--- src/rtl/sbst_pkg.sv ---
// Constants and types of the SRAM boundary-scan test port.
// Assumes a single system clock that oversamples the test clock pin.
package sbst_pkg;

	// Register lengths
	localparam int IR_LEN = 3;
	localparam int ID_LEN = 32;
	localparam int BSR_LEN = 75;

	// Instruction codes
	localparam logic [2:0] INS_EXTEST = 3'h0;
	localparam logic [2:0] INS_IDCODE = 3'h1;
	localparam logic [2:0] INS_SAMPLEZ = 3'h2;
	localparam logic [2:0] INS_SAMPLE = 3'h4;
	localparam logic [2:0] INS_BYPASS = 3'h7;

	// Pattern loaded in instruction capture
	localparam logic [1:0] IR_CAPTURE_LSBS = 2'h1;

	// Identification field values; revision and part fields are arbitrary
	localparam logic [3:0] ID_REVISION = 4'h0;
	localparam logic [4:0] ID_DEPTH_WIDE = 5'h07;
	localparam logic [4:0] ID_DEPTH_NARROW = 5'h08;
	localparam logic [4:0] ID_WIDTH_WIDE = 5'h04;
	localparam logic [4:0] ID_WIDTH_NARROW = 5'h03;
	localparam logic [5:0] ID_PART = 6'h00;
	// Maker code: arbitrary neutral value
	localparam logic [10:0] ID_MAKER = 11'h2A5;
	localparam logic ID_PRESENT = 1'h1;

	// Reset values and the mode-select run limit; pull-ups make idle pins read high
	localparam logic PIN_PULLUP = 1'h1;
	localparam logic [1:0] SYNC_RESET_CNT = 2'h0;
	localparam logic [2:0] TMS_RUN_RESET = 3'h0;
	localparam logic [2:0] TMS_RUN_LIMIT = 3'h5;

	// Controller states, one-hot
	typedef enum logic [15:0] {
		ST_RESET = 16'h0001,
		ST_IDLE = 16'h0002,
		ST_SEL_DR = 16'h0004,
		ST_CAP_DR = 16'h0008,
		ST_SHIFT_DR = 16'h0010,
		ST_EXIT1_DR = 16'h0020,
		ST_PAUSE_DR = 16'h0040,
		ST_EXIT2_DR = 16'h0080,
		ST_UPD_DR = 16'h0100,
		ST_SEL_IR = 16'h0200,
		ST_CAP_IR = 16'h0400,
		ST_SHIFT_IR = 16'h0800,
		ST_EXIT1_IR = 16'h1000,
		ST_PAUSE_IR = 16'h2000,
		ST_EXIT2_IR = 16'h4000,
		ST_UPD_IR = 16'h8000
	} sbst_state_t;

endpackage

--- src/rtl/sbst_tap.sv ---
// Boundary-scan test access port of a pipelined SRAM, plus its pin filter.
// Assumes test pins are asynchronous to mclk, which runs far faster than
// the test clock; the pins' pull-ups are resolved outside this block.

// Three-stage pin filter; a change counts once stages two and three agree
module sbst_pin_sync #(
	parameter logic RESET_LEVEL = 1'h0
) (
	input wire logic mclk,
	input wire logic nrst,
	input wire logic pin,
	output logic level
);
	logic s1;
	logic s2;
	logic s3;

	// Stage one feeds only stage two, to keep metastability contained
	always_ff @(posedge mclk) begin
		if (!nrst) begin
			s1 <= RESET_LEVEL;
			s2 <= RESET_LEVEL;
			s3 <= RESET_LEVEL;
			level <= RESET_LEVEL;
		end else begin
			s1 <= pin;
			s2 <= s1;
			s3 <= s2;
			if (s2 == s3) begin
				level <= s3;
			end
		end
	end
endmodule // sbst_pin_sync

module sbst_tap #(
	parameter bit WIDE = 1'h1,
	parameter logic [sbst_pkg::BSR_LEN-1:0] NC_MASK = '0
) (
	input wire logic mclk,
	input wire logic nrst,
	input wire logic tck,
	input wire logic tms,
	input wire logic tdi,
	input wire logic [sbst_pkg::BSR_LEN-1:0] ring_in,
	output logic tdo,
	output logic tdo_oe,
	output logic ring_hiz
);
	import sbst_pkg::*;

	localparam logic [ID_LEN-1:0] ID_VALUE = {ID_REVISION,
		WIDE ? ID_DEPTH_WIDE : ID_DEPTH_NARROW,
		WIDE ? ID_WIDTH_WIDE : ID_WIDTH_NARROW,
		ID_PART, ID_MAKER, ID_PRESENT};

	logic tck_f;
	logic tms_f;
	logic tdi_f;
	logic tck_d;
	logic tck_rise;
	logic tck_fall;
	sbst_state_t state;
	sbst_state_t next_state;
	logic [IR_LEN-1:0] ir;
	logic [IR_LEN-1:0] ir_sr;
	logic bypass;
	logic [ID_LEN-1:0] id_sr;
	logic [BSR_LEN-1:0] bsr;
	logic sel_bsr;
	logic sel_id;
	logic in_shift;
	logic next_tdo;
	logic [2:0] tms_run;
	logic checks_on;

	// Pin filters; idle mode select and data-in read high
	sbst_pin_sync #(.RESET_LEVEL(1'h0)) u_sync_tck (
		.mclk(mclk), .nrst(nrst), .pin(tck), .level(tck_f));
	sbst_pin_sync #(.RESET_LEVEL(PIN_PULLUP)) u_sync_tms (
		.mclk(mclk), .nrst(nrst), .pin(tms), .level(tms_f));
	sbst_pin_sync #(.RESET_LEVEL(PIN_PULLUP)) u_sync_tdi (
		.mclk(mclk), .nrst(nrst), .pin(tdi), .level(tdi_f));

	// Test clock edge finder
	always_ff @(posedge mclk) begin
		if (!nrst) begin
			tck_d <= 1'h0;
		end else begin
			tck_d <= tck_f;
		end
	end
	assign tck_rise = tck_f & ~tck_d;
	assign tck_fall = ~tck_f & tck_d;

	// Register selection by the held instruction; reserved codes bypass
	always_comb begin
		sel_bsr = 1'h0;
		sel_id = 1'h0;
		case (ir)
			INS_EXTEST, INS_SAMPLEZ, INS_SAMPLE: sel_bsr = 1'h1;
			INS_IDCODE: sel_id = 1'h1;
			default: sel_bsr = 1'h0;
		endcase
	end

	// Controller next state
	always_comb begin
		case (state)
			ST_RESET: next_state = tms_f ? ST_RESET : ST_IDLE;
			ST_IDLE: next_state = tms_f ? ST_SEL_DR : ST_IDLE;
			ST_SEL_DR: next_state = tms_f ? ST_SEL_IR : ST_CAP_DR;
			ST_CAP_DR: next_state = tms_f ? ST_EXIT1_DR : ST_SHIFT_DR;
			ST_SHIFT_DR: next_state = tms_f ? ST_EXIT1_DR : ST_SHIFT_DR;
			ST_EXIT1_DR: next_state = tms_f ? ST_UPD_DR : ST_PAUSE_DR;
			ST_PAUSE_DR: next_state = tms_f ? ST_EXIT2_DR : ST_PAUSE_DR;
			ST_EXIT2_DR: next_state = tms_f ? ST_UPD_DR : ST_SHIFT_DR;
			ST_UPD_DR: next_state = tms_f ? ST_SEL_DR : ST_IDLE;
			ST_SEL_IR: next_state = tms_f ? ST_RESET : ST_CAP_IR;
			ST_CAP_IR: next_state = tms_f ? ST_EXIT1_IR : ST_SHIFT_IR;
			ST_SHIFT_IR: next_state = tms_f ? ST_EXIT1_IR : ST_SHIFT_IR;
			ST_EXIT1_IR: next_state = tms_f ? ST_UPD_IR : ST_PAUSE_IR;
			ST_PAUSE_IR: next_state = tms_f ? ST_EXIT2_IR : ST_PAUSE_IR;
			ST_EXIT2_IR: next_state = tms_f ? ST_UPD_IR : ST_SHIFT_IR;
			ST_UPD_IR: next_state = tms_f ? ST_SEL_DR : ST_IDLE;
			default: next_state = ST_RESET;
		endcase
	end

	// Controller state; power-up lands in the reset state
	always_ff @(posedge mclk) begin
		if (!nrst) begin
			state <= ST_RESET;
		end else if (tck_rise) begin
			state <= next_state;
		end
	end

	// Instruction register and its shift stage
	always_ff @(posedge mclk) begin
		if (!nrst) begin
			ir <= INS_IDCODE;
			ir_sr <= INS_IDCODE;
		end else if (state == ST_RESET) begin
			ir <= INS_IDCODE;
		end else if (tck_rise) begin
			case (state)
				ST_CAP_IR: ir_sr <= {ir[IR_LEN-1:2], IR_CAPTURE_LSBS};
				ST_SHIFT_IR: ir_sr <= {tdi_f, ir_sr[IR_LEN-1:1]};
				ST_UPD_IR: ir <= ir_sr;
				default: ir <= ir;
			endcase
		end
	end

	// Bypass bit; cleared on capture so a chain test sees a known zero
	always_ff @(posedge mclk) begin
		if (!nrst) begin
			bypass <= 1'h0;
		end else if (tck_rise && !sel_bsr && !sel_id) begin
			if (state == ST_CAP_DR) begin
				bypass <= 1'h0;
			end else if (state == ST_SHIFT_DR) begin
				bypass <= tdi_f;
			end
		end
	end

	// Identification register, hard code captured then shifted
	always_ff @(posedge mclk) begin
		if (!nrst) begin
			id_sr <= '0;
		end else if (tck_rise && sel_id) begin
			if (state == ST_CAP_DR) begin
				id_sr <= ID_VALUE;
			end else if (state == ST_SHIFT_DR) begin
				id_sr <= {tdi_f, id_sr[ID_LEN-1:1]};
			end
		end
	end

	// Boundary register; ring is taken raw, so a moving pin may read
	// either way, and unconnected cells capture zero
	always_ff @(posedge mclk) begin
		if (!nrst) begin
			bsr <= '0;
		end else if (tck_rise && sel_bsr) begin
			if (state == ST_CAP_DR) begin
				bsr <= ring_in & ~NC_MASK;
			end else if (state == ST_SHIFT_DR) begin
				bsr <= {tdi_f, bsr[BSR_LEN-1:1]};
			end
		end
	end

	// Data-out source: bottom bit of exactly one register
	assign in_shift = (state == ST_SHIFT_DR) || (state == ST_SHIFT_IR);
	always_comb begin
		if (state == ST_SHIFT_IR) begin
			next_tdo = ir_sr[0];
		end else if (sel_bsr) begin
			next_tdo = bsr[0];
		end else if (sel_id) begin
			next_tdo = id_sr[0];
		end else begin
			next_tdo = bypass;
		end
	end

	// Data-out drive, updated only on test clock falls
	always_ff @(posedge mclk) begin
		if (!nrst) begin
			tdo <= 1'h0;
			tdo_oe <= 1'h0;
		end else if (tck_fall) begin
			tdo <= next_tdo;
			tdo_oe <= in_shift;
		end
	end

	// Output high-Z request; touches nothing else of the memory path
	always_ff @(posedge mclk) begin
		if (!nrst) begin
			ring_hiz <= 1'h0;
		end else begin
			ring_hiz <= (ir == INS_EXTEST) || (ir == INS_SAMPLEZ);
		end
	end

	// Helper: rises seen in a row with mode select high
	always_ff @(posedge mclk) begin
		if (!nrst) begin
			tms_run <= TMS_RUN_RESET;
		end else if (tck_rise) begin
			if (!tms_f) begin
				tms_run <= TMS_RUN_RESET;
			end else if (tms_run != TMS_RUN_LIMIT) begin
				tms_run <= tms_run + 3'h1;
			end
		end
	end

	// Checks wait one clock past reset release, so history sampled
	// inside reset never reaches a property
	always_ff @(posedge mclk) begin
		if (!nrst) begin
			checks_on <= 1'h0;
		end else begin
			checks_on <= 1'h1;
		end
	end
endmodule // sbst_tap

--- config.mk ---
export PLATFORM = sky130hd
export DESIGN_NAME = sbst_tap
export DESIGN_NICKNAME = d
export VERILOG_FILES = /design/src/rtl/sbst_pkg.sv /design/src/rtl/sbst_tap.sv
export SDC_FILE = /design/constraint.sdc
export NUM_CORES = 1
export LEC_CHECK = 0
export BUFFER_PORTS_ARGS = -buffer_cell sky130_fd_sc_hd__buf_2
export CAP_MARGIN = 20
export CORE_ASPECT_RATIO = 0.7
export CORE_UTILIZATION = 30
export CTS_BUF_LIST = sky130_fd_sc_hd__clkbuf_8
export DETAILED_ROUTE_END_ITERATION = 7
export GPL_ROUTABILITY_DRIVEN = 0
export MAX_ROUTING_LAYER = met4
export PLACE_DENSITY = 0.5
export RECOVER_POWER = 25
export SYNTH_ARGS = -nofsm -noshare
export SYNTH_HDL_FRONTEND = slang
export SYNTH_SLANG_ARGS = --single-unit
--- constraint.sdc ---
create_clock -name mclk -period 3.7 [get_ports mclk]
set_clock_uncertainty 0.1 [all_clocks]
set_input_delay 0.37 -clock mclk [delete_from_list [all_inputs] [get_ports mclk]]
set_output_delay 0.37 -clock mclk [all_outputs]
set_load 0.01 [all_outputs]
==> results, run 1 <==
- Yosys mapped the design onto 51 distinct sky130hd cell types.
- The path with the worst hold slack has its endpoint at u_sync_tck.s1$_SDFF_PN0_.
- The hold violation total from the final report is 0.
- The setup fix buffers added after clock tree synthesis is 0.
- The count of nets after finishing is 845.
- The run finished with clean final reports.
- The worst-case IR drop observed on VDD is 0.000208 V.
- Setup repair after global routing left no endpoint under its margin.
- In this run the mean area of a mapped cell was 9.12 µm².
- In this run the most used layer during global routing was met1.
- Leaving out fill and tap cells, the most frequent cell in the layout is sky130_fd_sc_hd__dfxtp_1.
- The buffer cell driving the clock tree root is sky130_fd_sc_hd__clkbuf_8.
- The count of buffers added on input and output ports is slightly above 80.
- Entering global routing, the biggest net connects 112 pins.
- The worst register-to-register path begins at state[5]$_SDFFE_PN0P_.
- The critical path launch point type is a flip-flop.
- No sink is reached through more buffers than the 2 on the longest clock path.
- Counting instances, the worst hold path has a depth of 2.
- The actual transition at the worst max-transition pin is 1.27 ns.
- The floorplan has 44 rows.
- The aggregate negative setup slack is 0 ns.
- The part of the cycle the worst path needs is 0.804.
- The detail route stage leaves a number of antenna-violating nets equal to 0.
- The count of non-filler cells in the finished layout is 1,055.
- The clock net in this run drives a total of approximately 150 sinks.
- Derived from the worst setup path, the maximum achievable clock frequency is between 300 and 400 MHz.
- Across all register-to-register paths, the minimum setup slack is between 0.7 and 0.8 ns.
- The number of antenna violations at the first check in global routing was 1.
- The clock-pin slew reported for the worst setup and hold paths after clock tree synthesis is 0.08 ns.
- The TritonCTS clock tree is done.
- In this run the critical register-to-register path is captured at id_sr[27]$_SDFFE_PN0P_.
- Power spread over the standard cell area amounts to 419 nW/µm².
- The share of synthesized flip-flops with an asynchronous set or reset is 0.
- Setup violations remaining at the end of the flow were counted as 0.
- For met2 alone, demand over resource in global routing was 0.176.
- The number of synthesized flops with an enable pin is 0.
- The worst hold path belongs to the class primary input to flip-flop.
- For this run, global-route usage on met3 was measured as 0.0374.
- For this run, the detailed router's first-pass iteration total came to 4.
- The overall routed net length is between 10,000 and 15,000 µm.
- The H-tree generated during clock tree synthesis spans 4 levels.
- The count of synthesis-stage warnings from yosys is 0.
- The cell count of the worst reg-to-reg path is 5.
- The minimum period implied by the final worst setup slack is 2.98 ns.
- The floorplan step defined a die boundary enclosing between 20,000 and 25,000 µm².
- The final number of max-transition violations was 0.
- The effective utilization at floorplan is 0.311.
- The height of the die is 126 µm.
- Headroom to the max-slew limit came out at 0.156.
- The total overflow left after global routing is 0.
- The detailed router placed 5,048 vias in this run.
- The worst setup path is captured at a flip-flop.
- For this design the static power due to leakage is about 2.4 nW.
- The post-synthesis to final-layout area growth is 16.3%.
- The number of buffers created by CTS is 17.
- The die is 179 µm wide.
- The first-pass GRT wire length is roughly 25,000 µm.
- The library cells used most frequently in the layout, excluding fill and tap cells, are sky130_fd_sc_hd__dfxtp_1 (146), sky130_fd_sc_hd__nor2_1 (117), sky130_fd_sc_hd__mux2i_1 (80).
- The data arrival at the endpoint of the critical path is 3.15 ns.
- Among all flip-flop cells after synthesis, the most frequent one is sky130_fd_sc_hd__dfxtp_1.
- Synthesis produced a netlist whose cell count is 718.
- The number of DRC violations after detailed-routing iteration 0 is 380.
- The largest driver fanout on the critical path is 21.
- The global routing usage summed across all routing layers is 0.142.
- The share of the Yosys chip area taken by registers is 0.446.
- The net count of the mapped netlist is around 800.
- The kind of critical path is flip-flop to flip-flop.
- The later-pin clock latency in the skew report is 0.44 ns.
- The total DRC errors in the routed layout is 0.
- Of the cells placed in the final design, the portion with a size suffix greater than 1 is 0.193.
- The required time of the worst setup path is 3.88 ns.
- The total area inside the core boundary comes to 21,100 µm².
- The via count of the first global-routing pass is 4,792.
- In this run, placement finished with an instance count of 1,020.
- Detailed placement finished with a half-perimeter wire length of a little over 9000 µm.
- In the final routed layout, each cell accounts on average for between 10 and 15 µm.
- The count of boundary I/O pins is 83.
- The worst hold path begins at tck.
- In the global route stage, met1 resource usage came out at 0.215.
- The synthesized netlist occupies a cell area of around 6500 µm².
- After detailed routing, the number of vias per cell comes to 4.78.
- Counting flops and latches in the post-synthesis netlist gives 146.
- Max-cap violations in this run came to 0.
## state kept, by name, indices dropped and copies added (netlist names), 3 cells and up
| name | count |
|---|---|
| ir | 3 |
| id_sr | 32 |
| state | 16 |
| bsr | 75 |
| ir_sr | 3 |
## worst max path at each step
stage | endpoint | depth (start not counted) | from | slack [ns]
after global routing | id_sr[27]$_SDFFE_PN0P_ | 5 | state[5]$_SDFFE_PN0P_ | 0.51
final | id_sr[27]$_SDFFE_PN0P_ | 5 | state[5]$_SDFFE_PN0P_ | 0.72
after global placement | bsr[13]$_SDFFE_PN0P_ | 6 | state[8]$_SDFFE_PN0P_ | 0.99
after CTS | bsr[51]$_SDFFE_PN0P_ | 6 | state[14]$_SDFFE_PN0P_ | 0.96
after detailed placement | bsr[62]$_SDFFE_PN0P_ | 6 | state[14]$_SDFFE_PN0P_ | 1.04
after floorplan | bsr[46]$_SDFFE_PN0P_ | 9 | state[2]$_SDFFE_PN0P_ | 1.38
## metrics by stage
step	worst slack, ns	hold WS, ns	cell area [µm²]	util	total power (W)
after floorplan	1.38	0.286	6550	-	0.00164
after CTS	0.959	0.00260	7640	0.362	0.00324
after global routing	0.511	0.0101	7610	0.361	0.00332
after detailed placement	1.04	0.296	7120	0.337	0.00170
after global placement	0.990	0.308	7120	0.337	0.00170
final	0.724	0.0351	7610	0.361	0.00319
## layer usage
layer  share of wire  vias up  wire [µm]
li1                -     2681          -
met1            0.57     2260       8360
met2            0.37       95       5350
met3           0.048       12        700
met4          0.0096        0        140
met5               0        -          0
## cell usage after synthesis (all sizes together), types with 5 or more instances
| cell type | n | area [µm²] |
|---|---|---|
| a211oi | 75 | 663 |
| a21oi | 36 | 180 |
| and2 | 7 | 43.8 |
| buf | 33 | 210 |
| clkbuf | 34 | 128 |
| dfxtp | 146 | 2920 |
| mux2i | 80 | 801 |
| nand2 | 40 | 150 |
| nand2b | 10 | 62.6 |
| nand3 | 29 | 145 |
| nand4 | 9 | 56.3 |
| nor2 | 117 | 442 |
| nor2b | 6 | 37.5 |
| nor3 | 25 | 125 |
| nor4 | 9 | 77.6 |
| nor4b | 5 | 43.8 |
| o21ai | 12 | 60.1 |
| or4 | 6 | 52.6 |
## cells by family after synthesis
group	after synthesis	share of synthesized area
mux	81	0.124
compound gates	142	0.165
simple gates	273	0.202
fa+ha+maj	1	0.00153
flops	146	0.446
buf+inv	69	0.0527
xor+xnor	6	0.00803
## critical path, cell delays in order, from the launching register on
cell and delay, ns:
sky130_fd_sc_hd__dfxtp_1 0.40, sky130_fd_sc_hd__nor4_1 1.02, sky130_fd_sc_hd__nand2_1 0.24, sky130_fd_sc_hd__or3_1 0.71, sky130_fd_sc_hd__nand3_1 0.25, sky130_fd_sc_hd__a21oi_1 0.09
## area by class of cell
cell class	instances	area (µm²)
diodes	1	2.50
inverters	2	10.0
flip-flops and latches	146	2920
well taps	276	345
multi-input cells	503	3270
fillers	2150	13500
clock inverters	8	170
clock buffers	24	330
repair buffers	95	558
## power breakdown
| group | internal (W) | switching, W | total (W) |
|---|---|---|---|
| Combinational | 0.0000365 | 0.0000449 | 0.0000814 |
| Clock | 0.000930 | 0.000604 | 0.00153 |
| Sequential | 0.00157 | 0.00000188 | 0.00158 |
## repair_timing
item / CTS / global route
resized for setup: 0 / 0
hold buffers: 2 / 0
endpoints found under the hold margin: 2 / 0
(Power assumes the default switching activity.)
==> run 2: changes to the inputs <==
Clock period 3.7 ns to 3.1 ns, I/O delays scaled along.
==> run 2 against run 1 <==
Net effect:
- via count rose by 2.7%
- first-iteration DRC count decreased by 15%
- critical path type unchanged
- critical endpoint is now bsr[55]$_SDFFE_PN0P_
- core utilization barely moved
- non-clock buffer count rose by 11
- sequential cell count is the same
- cell count is 0.95% higher
- combinational power grew 25%
- sequential share of layout area hardly changed
==> results, run 2 (synthesized netlist as in run 1, its figures left out) <==
- The remaining max-slew budget at the tightest pin is 0.240 (was 0.156).
- The later-pin clock latency in the skew report is 0.44 ns (about the same).
- The clock-pin slew reported for the worst setup and hold paths after clock tree synthesis was 0.08 ns (about the same).
- Unrepaired setup endpoints after global routing: false (unchanged).
- The minimum period implied by the final worst setup slack came to 2.77 ns (was 2.98 ns).
- The origin of the worst min-delay path is ring_in[22] (was tck).
- The register-to-register path setup slack is 0.33 ns (was 0.72 ns).
- The post-route total power is 0.00356 W (was 0.00319 W).
- The total number of vias came to 5,183 (was 5,048).
- The deepest clock path buffer count is 2 (unchanged).
- The height of the die came to 126 µm (unchanged).
- The number of sinks driven by the clock tree was 146 (unchanged).
- The post-route cell area is 7610 µm² (about the same).
- The number of port buffers was 82 (unchanged).
- The power density of the placed cells is 467 nW/µm² (was 419 nW/µm²).
- The die width is 179 µm (unchanged).
- The worst setup slack after layout is 0.332 ns (was 0.724 ns).
- The final routed wire length divided by cell count came to 14.3 µm (was 13.8 µm).
- The total number of placement rows was 44 (unchanged).
- The global route total overflow was 0 (unchanged).
- The pin count of the biggest net entering global routing is 81 (was 112).
- The number of antenna violations at the first check in global routing is 0 (was 1).
- The maximum level of the CTS H-tree is 4 (unchanged).
- The first-pass GRT wire length is 24,800 µm (about the same).
- The effective utilization at floorplan is 0.311 (unchanged).
- The critical path launch point type is a flip-flop (unchanged).
- The number of DRC violations after detailed-routing iteration 0 is 324 (was 380).
- Most frequent cells in the layout: sky130_fd_sc_hd__dfxtp_1 (146), sky130_fd_sc_hd__nor2_1 (116), sky130_fd_sc_hd__mux2i_1 (80) (was sky130_fd_sc_hd__dfxtp_1 (146), sky130_fd_sc_hd__nor2_1 (117), sky130_fd_sc_hd__mux2i_1 (80)).
- The destination of the worst register-to-register timing path is bsr[55]$_SDFFE_PN0P_ (was id_sr[27]$_SDFFE_PN0P_).
- The hold violation total from the final report came to 0 (unchanged).
- The kind of critical path is flip-flop to flip-flop (unchanged).
- The detailed placement HPWL came to 10,000 µm (was 9300 µm).
- The count of boundary I/O pins is 83 (unchanged).
- The start of the worst register-to-register path is state[14]$_SDFFE_PN0P_ (was state[5]$_SDFFE_PN0P_).
- The worst vdd rail ir drop is 0.000202 V (was 0.000208 V).
- The area of the multi-input gates came to 3280 µm² (was 3270 µm²).
- The part of the cycle the worst path needs is 0.893 (was 0.804).
- The total DRC errors in the routed layout is 0 (unchanged).
- Status: finished, final reports clean (unchanged).
- The final number of max-transition violations came to 0 (unchanged).
- The area of the die is 22,400 µm² (unchanged).
- The number of flip-flops under the largest register name is 75 (unchanged).
- The cell count of the worst reg-to-reg path is 6 (was 5).
- The most common library cell in the layout ignoring fill and taps is sky130_fd_sc_hd__dfxtp_1 (unchanged).
- The global routing usage summed across all routing layers is 0.143 (was 0.142).
- The setup fix buffers added after clock tree synthesis is 0 (unchanged).
- The type of the worst min-delay path is primary input to flip-flop (unchanged).
- The per-cell via count in the routed design is 4.87 (was 4.78).
- The TritonCTS clock tree is done (unchanged).
- The area of all sequential standard cells is 2920 µm² (unchanged).
- The largest driver fanout on the critical path is 36 (was 21).
- The highest attainable clock frequency is 361 MHz (was 336 MHz).
- The area of the core is 21,100 µm² (unchanged).
- The standby leakage power is 2.35 nW (was 2.36 nW).
- The buffer cell driving the clock tree root is sky130_fd_sc_hd__clkbuf_8 (unchanged).
- The final-report setup violation count is 0 (unchanged).
- The aggregate negative setup slack came to 0 ns (unchanged).
- The total of fill cells in the finished design is 2,170 (was 2,150).
- The number of violations of the max-capacitance limit came to 0 (unchanged).
- The end of the worst hold path is bsr[22]$_SDFFE_PN0P_ (was u_sync_tck.s1$_SDFF_PN0_).
- The actual transition at the worst max-transition pin is 1.13 ns (was 1.27 ns).
- The data arrival at the endpoint of the critical path came to 2.99 ns (was 3.15 ns).
- The count of nets after finishing is 856 (was 845).
- The setup slack after placement is 0.390 ns (was 1.04 ns).
- The number of buffers created by CTS was 17 (unchanged).
- The antenna diode count is 0 (was 1).
- The via count of the first global-routing pass is 4,737 (was 4,792).
- Largest registers: bsr: 75 flops, id_sr: 32 flops, state: 16 flops (unchanged).
- The cell depth of the worst min-delay path came to 3 (was 2).
- The required time of the worst setup path is 3.32 ns (was 3.88 ns).
- The register ranked first by flip-flop count is bsr (unchanged).
- The overall routed net length was 15,300 µm (was 14,500 µm).
- The fraction of layout cells with a size suffix above 1 is 0.202 (was 0.193).
- The post-synthesis to final-layout area growth is 16.3% (about the same).
- The category of the worst setup path capture point is a flip-flop (unchanged).
- The placement-stage cell area was 7200 µm² (was 7120 µm²).
- The number of iterations in the first detailed-routing pass is 4 (unchanged).
- The number of antenna-violating nets in the routed design was 0 (unchanged).
[run 2: metrics by stage]
| step | std cells | hold WS [ns] | utilization |
|---|---|---|---|
| after floorplan | 718 | 0.286 | - |
| after global placement | 1030 | 0.300 | 0.342 |
| after detailed placement | 1030 | 0.303 | 0.342 |
| after CTS | 1065 | 0.0750 | 0.363 |
| after global routing | 1065 | 0.0923 | 0.361 |
| final | 1065 | 0.106 | 0.361 |
[run 2: critical path, cell delays in order (launching register included)]
cell	delay, ns
sky130_fd_sc_hd__dfxtp_1	0.41
sky130_fd_sc_hd__or4_1	0.69
sky130_fd_sc_hd__nor2_2	0.35
sky130_fd_sc_hd__and4_4	0.54
sky130_fd_sc_hd__buf_12	0.26
sky130_fd_sc_hd__nor2_1	0.08
sky130_fd_sc_hd__a211oi_2	0.20
[run 2: per-layer routing]
metal	wire (µm)	part of all wire	up-vias	track usage
li1	-	-	2705	-
met1	8660	0.57	2374	0.220
met4	148	0.0097	0	0.0419
met5	0	0	-	-
met3	657	0.043	13	0.0304
met2	5790	0.38	91	0.181
[run 2: where the power goes]
group          switching, W  internal (W)  leakage [nW]
registers        0.00000243       0.00188          1.18
logic             0.0000572     0.0000452         0.972
clock network      0.000758      0.000814         0.204
[run 2: timing repair]
item | in CTS | in global routing
endpoints found under the setup margin | 0 | 0
resized for setup | 0 | 0
hold buffers | 3 | 0
endpoints found under the hold margin | 3 | 0
[run 2: area by class of cell]
type | count | area share
timing repair buffer | 106 | 0.0845
clock inverter | 14 | 0.0215
multi-input combinational | 503 | 0.431
inverter | 2 | 0.00115
sequential | 146 | 0.384
tap | 276 | 0.0454
clock buffer | 18 | 0.0325
[run 2: worst max path at each step]
stage | slack [ns] | startpoint | endpoint
final | 0.33 | state[14]$_SDFFE_PN0P_ | bsr[55]$_SDFFE_PN0P_
after global routing | 0.14 | nrst | bsr[7]$_SDFFE_PN0P_
after CTS | 0.36 | state[14]$_SDFFE_PN0P_ | bsr[55]$_SDFFE_PN0P_
after detailed placement | 0.39 | state[14]$_SDFFE_PN0P_ | bsr[20]$_SDFFE_PN0P_
after global placement | 0.45 | state[14]$_SDFFE_PN0P_ | bsr[65]$_SDFFE_PN0P_
after floorplan | 0.78 | state[2]$_SDFFE_PN0P_ | bsr[46]$_SDFFE_PN0P_
==> run 3: changes to the inputs <==
Settings changed: REMOVE_ABC_BUFFERS set to 1.
==> run 3 against run 2 <==
Net effect:
- sequential share of layout area up 0.17 points
- sequential power about the same
- setup slack better by 0.094 ns
- critical endpoint is now bsr[37]$_SDFFE_PN0P_
- core utilization decreased by 0.16 points
- first-iteration DRC count rose by 23%
- wire length fell by 4.2%
- critical path depth did not move
- final area is 0.44% lower
- largest cell class unchanged
- power shrank 1.5%
- non-clock buffer count down 4
- cell count fell by 0.28%
==> results, run 3 (synthesized netlist as in run 1, its figures left out) <==
- The register ranked first by flip-flop count is bsr (unchanged).
- Unrepaired setup endpoints after global routing: false (unchanged).
- The actual transition at the worst max-transition pin is 0.920 ns (was 1.13 ns).
- The part of the cycle the worst path needs is 0.863 (was 0.893).
- The number of DRC violations after detailed-routing iteration 0 came to 397 (was 324).
- The required time of the worst setup path is 3.34 ns (was 3.32 ns).
- The standby leakage power came to 2.35 nW (about the same).
- The maximum level of the CTS H-tree was 4 (unchanged).
- The final core utilization came to 0.359 (was 0.361).
- The number of antenna violations at the first check in global routing is 1 (was 0).
- The power density of the placed cells is 462 nW/µm² (was 467 nW/µm²).
- The detailed placement HPWL is 9530 µm (was 10,000 µm).
- The deepest clock path buffer count came to 2 (unchanged).
- The proportion of power drawn by the clock network is 0.434 (was 0.442).
- The total number of placement rows is 44 (unchanged).
- The clock-pin slew reported for the worst setup and hold paths after clock tree synthesis is 0.08 ns (about the same).
- The total number of vias is 5,086 (was 5,183).
- The final routed wire length divided by cell count is 13.8 µm (was 14.3 µm).
- The area of the core is 21,100 µm² (unchanged).
- The die width is 179 µm (unchanged).
- The kind of critical path is flip-flop to flip-flop (unchanged).
- The global routing usage summed across all routing layers is 0.139 (was 0.143).
- The height of the die came to 126 µm (unchanged).
- The switching power summed over all nets came to 0.000794 W (was 0.000818 W).
- The area of the die is 22,400 µm² (unchanged).
- The global route total overflow was 0 (unchanged).
- The pin count of the biggest net entering global routing came to 67 (was 81).
- The post-synthesis to final-layout area growth is 15.8% (was 16.3%).
- The total DRC errors in the routed layout is 0 (unchanged).
- The proportion of power drawn by combinational gates was 0.029 (about the same).
- The TritonCTS clock tree is done (unchanged).
- The total of fill cells in the finished design is 2,201 (was 2,170).
- The data arrival at the endpoint of the critical path is 2.92 ns (was 2.99 ns).
- The number of flip-flops under the largest register name is 75 (unchanged).
- The category of the worst setup path capture point was a flip-flop (unchanged).
- The number of iterations in the first detailed-routing pass was 5 (was 4).
- The most common library cell in the layout ignoring fill and taps is sky130_fd_sc_hd__dfxtp_1 (unchanged).
- The overall routed net length is 14,600 µm (was 15,300 µm).
- The type of the worst min-delay path is primary input to flip-flop (unchanged).
- The final number of max-transition violations is 0 (unchanged).
- The post-route total power is 0.00350 W (was 0.00356 W).
- The number of buffers created by CTS is 17 (unchanged).
- The buffer cell driving the clock tree root is sky130_fd_sc_hd__clkbuf_8 (unchanged).
- The highest attainable clock frequency is 374 MHz (was 361 MHz).
- The internal power summed over all cells is 0.00271 W (was 0.00274 W).
- The later-pin clock latency in the skew report is 0.44 ns (about the same).
- The minimum period implied by the final worst setup slack was 2.67 ns (was 2.77 ns).
- The tightest hold margin was 0.101 ns (was 0.106 ns).
- The count of nets after finishing is 852 (was 856).
- The placement-stage cell area is 7160 µm² (was 7200 µm²).
- The via count of the first global-routing pass is 4,683 (was 4,737).
- The post-route cell area is 7580 µm² (was 7610 µm²).
- The worst vdd rail ir drop is 0.000231 V (was 0.000202 V).
- The number of sinks driven by the clock tree is 146 (unchanged).
- The largest driver fanout on the critical path is 63 (was 36).
- The switching power as a share of total power is 0.227 (was 0.230).
- The relative contribution of sequential cells to total power is 0.537 (was 0.529).
- Status: finished, final reports clean (unchanged).
- The fraction of layout cells with a size suffix above 1 is 0.197 (was 0.202).
- The per-cell via count in the routed design is 4.79 (was 4.87).
- The first-pass GRT wire length is 24,400 µm (was 24,800 µm).
- Largest registers: bsr: 75 flops, id_sr: 32 flops, state: 16 flops (unchanged).
- The number of antenna-violating nets in the routed design was 0 (unchanged).
- Most frequent cells in the layout: sky130_fd_sc_hd__dfxtp_1 (146), sky130_fd_sc_hd__nor2_1 (116), sky130_fd_sc_hd__mux2i_1 (80) (unchanged).
- The effective utilization at floorplan is 0.311 (unchanged).
- The final-report setup violation count is 0 (unchanged).
- The remaining max-slew budget at the tightest pin is 0.387 (was 0.240).
- The critical path launch point type is a flip-flop (unchanged).
- The count of boundary I/O pins is 83 (unchanged).
- The hold violation total from the final report came to 0 (unchanged).
- The number of violations of the max-capacitance limit is 0 (unchanged).
- The number of port buffers came to 82 (unchanged).
[run 3: area by class of cell]
cell class / count / area (µm²) / area share
multi-input cells: 503 / 3280 / 0.432
inverters: 2 / 10.0 / 0.00132
well taps: 276 / 345 / 0.0456
clock buffers: 20 / 275 / 0.0363
flip-flops and latches: 146 / 2920 / 0.386
repair buffers: 102 / 618 / 0.0815
diodes: 1 / 2.50 / 0.000330
clock inverters: 12 / 130 / 0.0172
[run 3: power groups by stage]
stage | Sequential [W] | Clock, W | Combinational (W)
after floorplan | 0.00192 | 0 | 0.0000275
after global placement | 0.00192 | 0 | 0.000103
after detailed placement | 0.00192 | 0 | 0.000102
after CTS | 0.00188 | 0.00158 | 0.000106
after global routing | 0.00188 | 0.00166 | 0.000113
final | 0.00188 | 0.00152 | 0.000103
[run 3: path summary, 6_finish.rpt]
| path | slack, ns | from | cells after the start | endpoint |
|---|---|---|---|---|
| setup / recovery | 0.43 | state[14]$_SDFFE_PN0P_ | 6 | bsr[37]$_SDFFE_PN0P_ |
| setup reg to reg | 0.43 | state[14]$_SDFFE_PN0P_ | 6 | bsr[37]$_SDFFE_PN0P_ |
| hold reg to reg | 0.31 | u_sync_tms.s1$_SDFF_PN1_ | 1 | u_sync_tms.s2$_SDFF_PN1_ |
| hold / removal | 0.10 | ring_in[29] | 3 | bsr[29]$_SDFFE_PN0P_ |
[run 3: per-stage QoR]
step / setup TNS [ns] / std cells / setup slack, ns
floorplan: -208.92 / 651 / -2.56
global placement: 0 / 1026 / 0.550
detailed placement: 0 / 1026 / 0.460
CTS: 0 / 1061 / 0.445
global route: 0 / 1062 / 0.168
finish: 0 / 1062 / 0.426
[run 3: timing repair]
item                                   in CTS  in global routing
gates resized for setup                     0                  0
endpoints found under the hold margin       3                  0
setup buffers                               0                  0
hold buffers                                3                  0
[run 3: worst max-delay path, stage by stage (launching register included)]
cell	delay (ns)
sky130_fd_sc_hd__dfxtp_1	0.40
sky130_fd_sc_hd__or4_1	0.68
sky130_fd_sc_hd__nor2_2	0.34
sky130_fd_sc_hd__and4_4	0.44
sky130_fd_sc_hd__buf_12	0.30
sky130_fd_sc_hd__nor2_1	0.07
sky130_fd_sc_hd__a211oi_1	0.22
[run 3: layer usage]
| layer | share of wire | wire length, µm | track usage | up-vias |
|---|---|---|---|---|
| met4 | 0.010 | 151 | 0.0444 | 0 |
| met3 | 0.040 | 584 | 0.0344 | 11 |
| li1 | - | - | - | 2690 |
| met5 | 0 | 0 | - | - |
| met1 | 0.54 | 7940 | 0.200 | 2299 |
| met2 | 0.41 | 5940 | 0.187 | 86 |
